--- src/ewb_pkg.sv ---
/*
 Constants, types and helper decoders for the emulator wait and break control.
 Assumes one 10 MHz processor clock and straps that only change while powered down.
*/
// Behaviour
// Trace strobes in mode 3 only when strapped.
// Break on protected write unless disabled.
// Break and error on unallocated access.
// Waits on slow locations, all, or none.
// Count position n gives n plus one waits; position zero gives two.
// Halted indicator follows processor halted state.
// Default: break deferred until hold ends.
// Option: break after half second during hold.
// Mode 3 internal operations may mask user hold.
// Option drives memory read data to prototype.
// Mode 1 mirrors each access on prototype bus.
// Straps let prototype readies extend mode 1 accesses.
// Ready fault breaks with error unless disabled.
// Prototype buffers stay off while device drives.
// Timeout option forces ready after threshold waits.
// Fault threshold selects zero, one, four, eight.
// Straps sampled every clock, assumed static.
package ewb_pkg;
    localparam int CLK_PERIOD_NS = 100;
    localparam int HOLD_BRK_DELAY_MS = 500;
    localparam int HOLD_BRK_CYC = HOLD_BRK_DELAY_MS * 1000000 / CLK_PERIOD_NS;
    localparam int HOLD_CNT_W = 23;
    localparam int CNT_W = 5;
    localparam int ADDR_W = 4;
    localparam int DATA_W = 8;
    localparam int EV_W = 5;

    localparam logic [1:0] EMU_MODE_1 = 2'h1;
    localparam logic [1:0] EMU_MODE_3 = 2'h3;
    localparam logic [1:0] WAIT_SLOW = 2'h0;
    localparam logic [1:0] WAIT_ALL = 2'h1;
    localparam logic [1:0] WAIT_NONE = 2'h2;
    localparam logic [3:0] THR_SEL0 = 4'h0;
    localparam logic [3:0] THR_SEL1 = 4'h1;
    localparam logic [3:0] THR_SEL2 = 4'h4;
    localparam logic [3:0] THR_SEL3 = 4'h8;

    localparam logic [3:0] REG_STATUS = 4'h0;
    localparam logic [3:0] REG_MASK = 4'h1;
    localparam logic [3:0] REG_STRAPS = 4'h2;
    localparam logic [3:0] REG_STATE = 4'h3;
    localparam logic [4:0] STATUS_RST = 5'h00;
    localparam logic [4:0] MASK_RST = 5'h00;

    localparam int EV_PROT = 0;
    localparam int EV_MISS = 1;
    localparam int EV_RDYF = 2;
    localparam int EV_BRK = 3;
    localparam int EV_HALT = 4;

    typedef struct packed {
        logic trace_strobe_strap;
        logic protected_write_break_strap;
        logic missing_memory_break_strap;
        logic [1:0] wait_mode_strap;
        logic [2:0] wait_count_strap;
        logic hold_break_strap;
        logic user_hold_gate_strap;
        logic prototype_data_path_strap;
        logic sync_ready_control_strap;
        logic async_ready_control_strap;
        logic ready_fault_break_strap;
        logic ready_timeout_strap;
        logic [1:0] ready_fault_threshold_strap;
    } ewb_straps_t;

    typedef struct packed {
        logic start;
        logic write;
        logic slow;
        logic protect;
        logic unalloc;
    } ewb_acc_t;

    typedef struct packed {
        logic wr;
        logic rd;
        logic [3:0] addr;
        logic [7:0] wdata;
    } ewb_reg_req_t;

    typedef struct packed {
        logic cycle_start;
        logic data_oe_n;
        logic [15:0] data;
    } ewb_proto_t;

    // Wait states owed by one program-memory access
    function automatic logic [3:0] ewb_waits(input ewb_straps_t st, input logic slow);
        logic [3:0] n;
        n = {1'b0, st.wait_count_strap} + 4'h1;
        if (st.wait_count_strap == 3'h0) begin
            n = 4'h2;
        end
        unique case (st.wait_mode_strap)
            WAIT_SLOW: ewb_waits = slow ? n : 4'h0;
            WAIT_ALL: ewb_waits = n;
            default: ewb_waits = 4'h0;
        endcase
    endfunction

    // Waits on prototype ready before a fault
    function automatic logic [3:0] ewb_thresh(input logic [1:0] sel);
        unique case (sel)
            2'h0: ewb_thresh = THR_SEL0;
            2'h1: ewb_thresh = THR_SEL1;
            2'h2: ewb_thresh = THR_SEL2;
            default: ewb_thresh = THR_SEL3;
        endcase
    endfunction
endpackage

--- src/ewb_ctrl.sv ---
/*
 Wait-state, break and prototype gating control of the emulator.
 Assumes straps are static, all inputs synchronous to core_clk, and a
 register master that never issues read and write strobes together.
*/
`timescale 1ns/1ns
module ewb_ctrl
    import ewb_pkg::*;
#(
    parameter int HOLD_CYC = HOLD_BRK_CYC
)
(
    // Clock and reset
    input wire logic core_clk,
    input wire logic rst_n,
    // Straps
    input wire ewb_straps_t straps_in,
    // Emulator state
    input wire logic [1:0] emu_mode,
    input wire logic cpu_halted,
    input wire logic internal_op,
    input wire logic trace_evt,
    input wire logic break_req,
    input wire logic ext_hold,
    // Program memory access
    input wire ewb_acc_t acc,
    input wire logic pm_rd_valid,
    input wire logic [15:0] pm_rdata,
    output logic cpu_ready,
    // Prototype side
    input wire logic sync_ready_in,
    input wire logic async_ready_in,
    input wire logic proto_hold_req,
    output logic cpu_hold_req,
    output logic proto_cycle_start,
    output logic proto_data_oe_n,
    output logic [15:0] proto_data,
    // Indicators and break
    output logic trigger_trace_analyzer,
    output logic halted_indicator,
    output logic break_out,
    output logic error_out,
    // Register port
    input wire ewb_reg_req_t reg_req,
    output logic [DATA_W-1:0] reg_rdata,
    output logic irq
);
    typedef enum logic {ACC_IDLE, ACC_WAIT} ewb_acc_st_t;

    typedef struct packed {
        ewb_acc_st_t acc_st;
        logic [3:0] need;
        logic [3:0] thr;
        logic faulted;
        logic brk_pend;
        logic [HOLD_CNT_W-1:0] hold_cnt;
        logic break_o;
        logic error_o;
        logic [EV_W-1:0] status;
        logic [EV_W-1:0] mask;
        logic [DATA_W-1:0] rdata;
        ewb_straps_t straps;
        logic halted;
        logic trace;
        ewb_proto_t proto;
    } ewb_state_t;

    localparam logic [HOLD_CNT_W-1:0] HOLD_LAST = HOLD_CNT_W'(HOLD_CYC - 1);

    ewb_state_t s;
    ewb_state_t next_s;
    logic [CNT_W-1:0] cnt;
    logic cnt_clr;
    logic cnt_inc;
    logic own_ok;
    logic proto_ok;
    logic fault_hit;
    logic acc_done;
    logic fire;
    logic [EV_W-1:0] ev;
    logic [EV_W-1:0] w1c;
    logic [CNT_W-1:0] fault_at;

    ewb_wait_cnt u_cnt (
        .core_clk(core_clk),
        .rst_n(rst_n),
        .clr(cnt_clr),
        .inc(cnt_inc),
        .cnt(cnt)
    );

    // Access readiness terms
    always_comb begin
        own_ok = cnt >= {1'b0, s.need};
        proto_ok = 1'b1;
        if (emu_mode == EMU_MODE_1) begin
            proto_ok = (!s.straps.sync_ready_control_strap || sync_ready_in) &&
                (!s.straps.async_ready_control_strap || async_ready_in);
        end
        fault_at = {1'b0, s.need} + {1'b0, s.thr};
        fault_hit = s.acc_st == ACC_WAIT && s.thr != 4'h0 && !proto_ok &&
            cnt >= fault_at;
    end

    always_comb begin
        next_s = s;
        ev = '0;
        cnt_clr = 1'b0;
        cnt_inc = 1'b0;
        acc_done = 1'b0;
        fire = 1'b0;
        next_s.straps = straps_in;
        next_s.halted = cpu_halted;
        next_s.trace = trace_evt &&
            (emu_mode != EMU_MODE_3 || s.straps.trace_strobe_strap);
        next_s.proto.cycle_start = 1'b0;
        unique case (s.acc_st)
            ACC_IDLE: begin
                if (acc.start) begin
                    next_s.acc_st = ACC_WAIT;
                    next_s.need = ewb_waits(s.straps, acc.slow);
                    next_s.thr = ewb_thresh(s.straps.ready_fault_threshold_strap);
                    next_s.faulted = 1'b0;
                    cnt_clr = 1'b1;
                    next_s.proto.cycle_start = emu_mode == EMU_MODE_1;
                    if (acc.write && acc.protect && !s.straps.protected_write_break_strap) begin
                        ev[EV_PROT] = 1'b1;
                    end
                    if (acc.unalloc && !s.straps.missing_memory_break_strap) begin
                        ev[EV_MISS] = 1'b1;
                    end
                end
            end
            ACC_WAIT: begin
                if (fault_hit && !s.faulted) begin
                    next_s.faulted = 1'b1;
                    ev[EV_RDYF] = 1'b1;
                end
                if (own_ok && (proto_ok || (fault_hit && s.straps.ready_timeout_strap))) begin
                    acc_done = 1'b1;
                    next_s.acc_st = ACC_IDLE;
                end else begin
                    cnt_inc = 1'b1;
                end
            end
        endcase
        // Deferred break request around external hold
        if (s.brk_pend) begin
            if (!ext_hold) begin
                fire = 1'b1;
            end else if (s.straps.hold_break_strap && s.hold_cnt == HOLD_LAST) begin
                fire = 1'b1;
            end else begin
                next_s.hold_cnt = s.hold_cnt + 1'b1;
            end
        end
        if (fire) begin
            next_s.brk_pend = 1'b0;
            ev[EV_BRK] = 1'b1;
        end
        if (break_req && !s.brk_pend) begin
            next_s.brk_pend = 1'b1;
            next_s.hold_cnt = '0;
        end
        ev[EV_HALT] = cpu_halted && !s.halted;
        next_s.break_o = ev[EV_PROT] || ev[EV_MISS] || ev[EV_BRK] ||
            (ev[EV_RDYF] && !s.straps.ready_fault_break_strap);
        next_s.error_o = ev[EV_MISS] ||
            (ev[EV_RDYF] && !s.straps.ready_fault_break_strap);
        // Data path towards the prototype
        if (emu_mode == EMU_MODE_1 && s.straps.prototype_data_path_strap && pm_rd_valid) begin
            next_s.proto.data = pm_rdata;
            next_s.proto.data_oe_n = 1'b0;
        end else begin
            next_s.proto.data_oe_n = 1'b1;
        end
        // Register port, set wins over clear
        w1c = '0;
        if (reg_req.wr && reg_req.addr == REG_STATUS) begin
            w1c = reg_req.wdata[EV_W-1:0];
        end
        if (reg_req.wr && reg_req.addr == REG_MASK) begin
            next_s.mask = reg_req.wdata[EV_W-1:0];
        end
        next_s.status = (s.status & ~w1c) | ev;
        next_s.rdata = '0;
        if (reg_req.rd) begin
            unique case (reg_req.addr)
                REG_STATUS: next_s.rdata = {3'h0, s.status};
                REG_MASK: next_s.rdata = {3'h0, s.mask};
                REG_STRAPS: next_s.rdata = {s.straps.wait_count_strap,
                    s.straps.wait_mode_strap, s.straps.ready_fault_threshold_strap,
                    s.straps.ready_timeout_strap};
                REG_STATE: next_s.rdata = {cnt[3:0], s.brk_pend, s.faulted,
                    s.halted, s.acc_st == ACC_WAIT};
                default: next_s.rdata = '0;
            endcase
        end
    end

    always_ff @(posedge core_clk or negedge rst_n) begin
        if (!rst_n) begin
            s <= '0;
            s.acc_st <= ACC_IDLE;
            s.status <= STATUS_RST;
            s.mask <= MASK_RST;
            s.proto.data_oe_n <= 1'b1;
        end else begin
            s <= next_s;
        end
    end

    // Outputs
    assign cpu_ready = acc_done;
    assign cpu_hold_req = proto_hold_req &&
        !(emu_mode == EMU_MODE_3 && internal_op && s.straps.user_hold_gate_strap);
    assign proto_cycle_start = s.proto.cycle_start;
    assign proto_data_oe_n = s.proto.data_oe_n;
    assign proto_data = s.proto.data;
    assign trigger_trace_analyzer = s.trace;
    assign halted_indicator = s.halted;
    assign break_out = s.break_o;
    assign error_out = s.error_o;
    assign reg_rdata = s.rdata;
    assign irq = |(s.status & s.mask);

    logic start_idle;
    assign start_idle = acc.start && s.acc_st == ACC_IDLE;
endmodule

--- src/ewb_wait_cnt.sv ---
/*
 Saturating wait-state counter of the access sequencer.
 Assumes the owner clears it at each access start.
*/
`timescale 1ns/1ns
module ewb_wait_cnt
    import ewb_pkg::*;
(
    // Clock and reset
    input wire logic core_clk,
    input wire logic rst_n,
    // Control
    input wire logic clr,
    input wire logic inc,
    // Count
    output logic [CNT_W-1:0] cnt
);
    typedef struct packed {
        logic [CNT_W-1:0] cnt;
    } ewb_cnt_st_t;

    ewb_cnt_st_t s;
    ewb_cnt_st_t next_s;

    always_comb begin
        next_s = s;
        if (clr) begin
            next_s.cnt = '0;
        end else if (inc && s.cnt != '1) begin
            next_s.cnt = s.cnt + 1'b1;
        end
    end

    always_ff @(posedge core_clk or negedge rst_n) begin
        if (!rst_n) begin
            s <= '0;
        end else begin
            s <= next_s;
        end
    end

    assign cnt = s.cnt;
endmodule

--- config.mk ---
export PLATFORM = sky130hd
export DESIGN_NAME = ewb_ctrl
export DESIGN_NICKNAME = d
export VERILOG_FILES = /design/src/ewb_pkg.sv /design/src/ewb_ctrl.sv /design/src/ewb_wait_cnt.sv
export SDC_FILE = /design/constraint.sdc
export NUM_CORES = 1
export LEC_CHECK = 0
export BUFFER_PORTS_ARGS = -buffer_cell sky130_fd_sc_hd__buf_4
export CORE_ASPECT_RATIO = 0.5
export CORE_MARGIN = 2
export CORE_UTILIZATION = 50
export CTS_BUF_LIST = sky130_fd_sc_hd__clkbuf_8 sky130_fd_sc_hd__clkbuf_16
export CTS_CLUSTER_SIZE = 16
export DETAILED_ROUTE_END_ITERATION = 10
export PLACE_DENSITY = 0.79
export RECOVER_POWER = 100
export SYNTH_ARGS = -nofsm -noshare
export SYNTH_HDL_FRONTEND = slang
export SYNTH_SLANG_ARGS = --single-unit
--- constraint.sdc ---
create_clock -name core_clk -period 2.23 [get_ports core_clk]
set_input_delay 0.3345 -clock core_clk [delete_from_list [all_inputs] [get_ports core_clk]]
set_output_delay 0.3345 -clock core_clk [all_outputs]
set_load 0.005 [all_outputs]
==> flow_summary.html <==
<table>
<tr><th>Metric</th><th>Value</th></tr>
<tr><th colspan="2">Outcome</th></tr>
<tr><td>Result of the run</td><td>complete, but fails checks</td></tr>
<tr><td>Violations in the final reports</td><td>setup timing</td></tr>
<tr><th colspan="2">Logic synthesis</th></tr>
<tr><td>Count of flip-flops with a built-in enable after synthesis</td><td>0</td></tr>
<tr><td>Prevailing post-synth register cell</td><td>dfrtp_1</td></tr>
<tr><td>Number of instances in the synthesized netlist</td><td>429</td></tr>
<tr><td>Cell area after synthesis</td><td>4780 um^2</td></tr>
<tr><td>Number of library cell types mapped by synthesis</td><td>56</td></tr>
<tr><td>Number of nets produced by synthesis</td><td>512</td></tr>
<tr><td>Avg Synthesized Cell Area</td><td>11.1 um^2</td></tr>
<tr><td>Seq/Total Area, Yosys</td><td>0.497</td></tr>
<tr><td>Post-synth ARST share</td><td>1.00</td></tr>
<tr><td>Top post-synthesis cells by area</td><td>dfrtp_1 (49%), mux2_2 (4.9%), ha_1 (4.7%), buf_4 (4.1%), nand2_1 (3.5%)</td></tr>
<tr><td>Synthesis-stage register bit count</td><td>95</td></tr>
<tr><td>Synth warn</td><td>0</td></tr>
<tr><td>Dominant cell by count in the synthesized netlist</td><td>dfrtp_1</td></tr>
<tr><td>Portion of synthesized cell area occupied by the leading cell type</td><td>0.492</td></tr>
<tr><td>Dominant cell type by area after synthesis</td><td>dfrtp_1</td></tr>
<tr><td>Most common library cells after synthesis</td><td>dfrtp_1 (94), nand2_1 (45), buf_4 (26)</td></tr>
<tr><th colspan="2">Floorplanning</th></tr>
<tr><td>DIE AREA</td><td>~10000 um^2</td></tr>
<tr><td>Core Area</td><td>9380 um^2</td></tr>
<tr><td>Die X</td><td>142 um</td></tr>
<tr><td>Die H</td><td>between 70 and 80 um</td></tr>
<tr><td>Top Ports</td><td>just under 100</td></tr>
<tr><td>Std-Cell Rows</td><td>25</td></tr>
<tr><td>Starting density of the core</td><td>0.510</td></tr>
<tr><th colspan="2">Worst setup path</th></tr>
<tr><td>WS Path Type</td><td>flop to output pin</td></tr>
<tr><td>CP endpoint kind</td><td>output pin</td></tr>
<tr><td>Cell depth of the worst flop-to-flop path</td><td>10</td></tr>
<tr><td>Arrival time at the worst endpoint</td><td>2.49 ns</td></tr>
<tr><td>Startpoint class of the critical path</td><td>flop</td></tr>
<tr><td>Maximum net fanout on the critical path</td><td>2</td></tr>
<tr><td>CP Data Required Time</td><td>1.90 ns</td></tr>
<tr><th colspan="2">Final layout</th></tr>
<tr><td>Area growth from synthesis to layout</td><td>22.4%</td></tr>
<tr><td>Design Area, Final</td><td>5860 um^2</td></tr>
<tr><td>Fill cell instance count of the final layout</td><td>741</td></tr>
<tr><td>Layout net count</td><td>605</td></tr>
<tr><td>Ant. Diodes</td><td>0</td></tr>
<tr><td>Area of combinational cells with multiple inputs</td><td>2100 um^2</td></tr>
<tr><td>Fraction of layout cells with a size suffix above 1</td><td>0.324</td></tr>
<tr><td>Sequential Area</td><td>2380 um^2</td></tr>
<tr><th colspan="2">Timing</th></tr>
<tr><td>Final Skew</td><td>0.00561 ns</td></tr>
<tr><td>Tightest slew margin relative to the limit</td><td>0.191</td></tr>
<tr><td>Unrepaired setup endpoints after global routing</td><td>true</td></tr>
<tr><td>Number of pins exceeding their max-slew limit in the final report</td><td>0</td></tr>
<tr><td>Final setup fails</td><td>9</td></tr>
<tr><td>Peak clock frequency supported by timing</td><td>354 MHz</td></tr>
<tr><td>Worst-margin pin slew</td><td>1.21 ns</td></tr>
<tr><td>Crit share post-route</td><td>1.27</td></tr>
<tr><td>Minimum clock period</td><td>2.82 ns</td></tr>
<tr><td>Fin. Hold Viols</td><td>0</td></tr>
<tr><td>Final setup slack of the worst path</td><td>-0.592 ns</td></tr>
<tr><th colspan="2">Clocking</th></tr>
<tr><td>Clk pin slew, worst setup/hold paths</td><td>0.06 ns</td></tr>
<tr><td>Inserted Clock Buffers</td><td>9</td></tr>
<tr><td>CTS tree</td><td>built</td></tr>
<tr><td>Buffer levels on the longest clock path</td><td>2</td></tr>
<tr><td>Max H-tree Level</td><td>3</td></tr>
<tr><td>Root buf cell</td><td>clkbuf_16</td></tr>
<tr><td>Clock network latency to the later pin of the worst-skew pair</td><td>roughly 0.33 ns</td></tr>
<tr><td>Number of sinks on the clock net</td><td>95</td></tr>
<tr><th colspan="2">Global routing</th></tr>
<tr><td>Pin count of the biggest net entering global routing</td><td>53</td></tr>
<tr><td>All-Layer GR Usage</td><td>0.201</td></tr>
<tr><td>Global-route wire length before repair</td><td>16400 um</td></tr>
<tr><td>Vias in the first global route</td><td>3447</td></tr>
<tr><td>Overflow left after global routing</td><td>0</td></tr>
<tr><td>Number of antenna violations at the first check in global routing</td><td>0</td></tr>
<tr><th colspan="2">Place</th></tr>
<tr><td>RePlAce Congestion</td><td>about 0.83</td></tr>
<tr><td>Area after DPL</td><td>5580 um^2</td></tr>
<tr><td>Pre-CTS worst setup slack</td><td>-0.329 ns</td></tr>
<tr><td>Post-DP HPWL</td><td>7340 um</td></tr>
<tr><td>Number of buffers inserted by port buffering</td><td>94</td></tr>
<tr><th colspan="2">Power and ir drop</th></tr>
<tr><td>Net switching fraction of the power</td><td>0.306</td></tr>
<tr><td>Power density of the placed cells</td><td>931 nW/um^2</td></tr>
<tr><td>Leakage power</td><td>2.77 nW</td></tr>
<tr><td>Part of the power in combinational logic</td><td>0.315</td></tr>
<tr><td>Max VDD drop</td><td>0.000512 V</td></tr>
<tr><td>Part of the total power dissipated in sequential elements</td><td>0.416</td></tr>
<tr><td>Total internal power</td><td>0.00378 W</td></tr>
<tr><td>Reported net switching power</td><td>about 0.0017 W</td></tr>
<tr><td>Clock network fraction of design power</td><td>0.268</td></tr>
<tr><th colspan="2">Min path</th></tr>
<tr><td>Class of the worst hold path</td><td>input pin to flop</td></tr>
<tr><td>Number of cells on the worst hold path</td><td>1</td></tr>
<tr><th colspan="2">Route</th></tr>
<tr><td>Number of detailed-routing iterations run before antenna repair</td><td>4</td></tr>
<tr><td>Wire length per cell</td><td>15.7 um</td></tr>
<tr><td>DRC violation count after routing</td><td>0</td></tr>
<tr><td>Wire length after detailed routing</td><td>10100 um</td></tr>
<tr><td>Routed Antenna Nets</td><td>0</td></tr>
<tr><td>Violation count after the first detailed-route iteration</td><td>228</td></tr>
<tr><td>Via count</td><td>about 3500</td></tr>
<tr><td>Vias per cell</td><td>about 5.5</td></tr>
<tr><th colspan="2">Run</th></tr>
<tr><td>Number of violations of the max-capacitance limit</td><td>0</td></tr>
</table>
==> power by group through the flow <==
stage	sequential (W)	clock [W]	combinational, W
finish	0.00227	0.00146	0.00172
global route	0.00230	0.00157	0.00193
CTS	0.00226	0.00149	0.00170
detailed placement	0.00228	0	0.00162
global placement	0.00227	0	0.00156
floorplan	0.00223	0	0.00102
==> per-stage QoR <==
stage          total power, W  setup TNS (ns)  utilization  hold WS, ns  cells
4_1_cts               0.00546           -1.16        0.629       0.0458    647
2_1_floorplan         0.00325         -0.0852            -       0.0389    429
6_report              0.00545           -1.18        0.624        0.123    648
3_3_place_gp          0.00383          -0.823        0.595        0.408    631
5_1_grt               0.00580           -3.40        0.624        0.106    648
3_5_place_dp          0.00390           -1.46        0.595        0.411    631
==> cell type report <==
type	count	area share
Clock buffer	9	0.0385
Timing Repair Buffer	122	0.151
Sequential cell	95	0.406
Tap cell	121	0.0259
Multi-Input combinational cell	278	0.359
Inverter	16	0.0103
Clock inverter	7	0.0100
==> worst max-delay path, cell delays in order (launching register included) <==
cell,delay (ns)
dfrtp_1,0.38
ha_2,0.21
ha_4,0.16
xnor2_1,0.15
ha_1,0.27
a211oi_2,0.20
o211ai_1,0.17
a31oi_2,0.26
nor2_1,0.08
and2_1,0.15
buf_4,0.13
==> layout by cell type (no fill, tap or decap), types with 7 or more instances in the layout <==
master and n:
mux2_2 20, and3_1 7, mux2i_1 12, clkbuf_16 9
o21ai_0 10, a21oi_1 7, nand2_1 45, dfrtp_1 94
clkbuf_4 50, clkbuf_1 7, inv_1 19, nand3_1 13
nand4_1 8, a22o_1 18, nor2_1 17, xnor2_1 17
buf_4 62, nor3_1 8, o211ai_1 9, ha_1 15
==> kinds of logic (layout without fill, tap and decap cells) <==
logic type,after synthesis,count (layout),share of synthesized area
AO/OA/AOI/OAI,74,74,0.117
buffers and inverters,56,154,0.0717
adder cells (fa/ha/maj),18,18,0.0471
XOR/XNOR,19,19,0.0348
AND/OR/NAND/NOR,131,131,0.144
flip-flops,95,95,0.497
multiplexers,36,36,0.0887
==> state kept, by name, indices dropped and copies added (netlist names) <==
name,flops
s,60
proto_data,16
reg_rdata,8
u_cnt.cnt,5
break_out,1
error_out,1
halted_indicator,1
proto_cycle_start,1
proto_data_oe_n,1
trigger_trace_analyzer,1
==> worst paths after layout <==
path,start,end,slack [ns]
min,straps_in[8],s[28],0.12
max,s[82],cpu_ready,-0.59
min reg2reg,s[23],error_out,0.46
min in group asynchronous,rst_n,s[61],0.24
max in group asynchronous,rst_n,reg_rdata[5],0.54
max reg2reg,s[84],u_cnt.cnt[3],-0.16
==> routing by layer <==
| metal | GRT usage | up-vias | routed length [um] |
|---|---|---|---|
| met5 | 0 | - | 0 |
| met4 | 0.0539 | 0 | 111 |
| met3 | 0.0512 | 9 | 372 |
| met2 | 0.355 | 61 | 5350 |
| met1 | 0.251 | 1764 | 4310 |
| li1 | - | 1710 | - |
==> what timing repair did <==
item / in CTS / in global routing
endpoints found under the setup margin: 6 / 9
setup buffers: 1 / 1
hold buffers: 0 / 0
endpoints found under the hold margin: 0 / 0
pin swaps: 6 / 4
gates resized for setup: 6 / 3
Note: power is estimated with default switching activity, not from simulation.
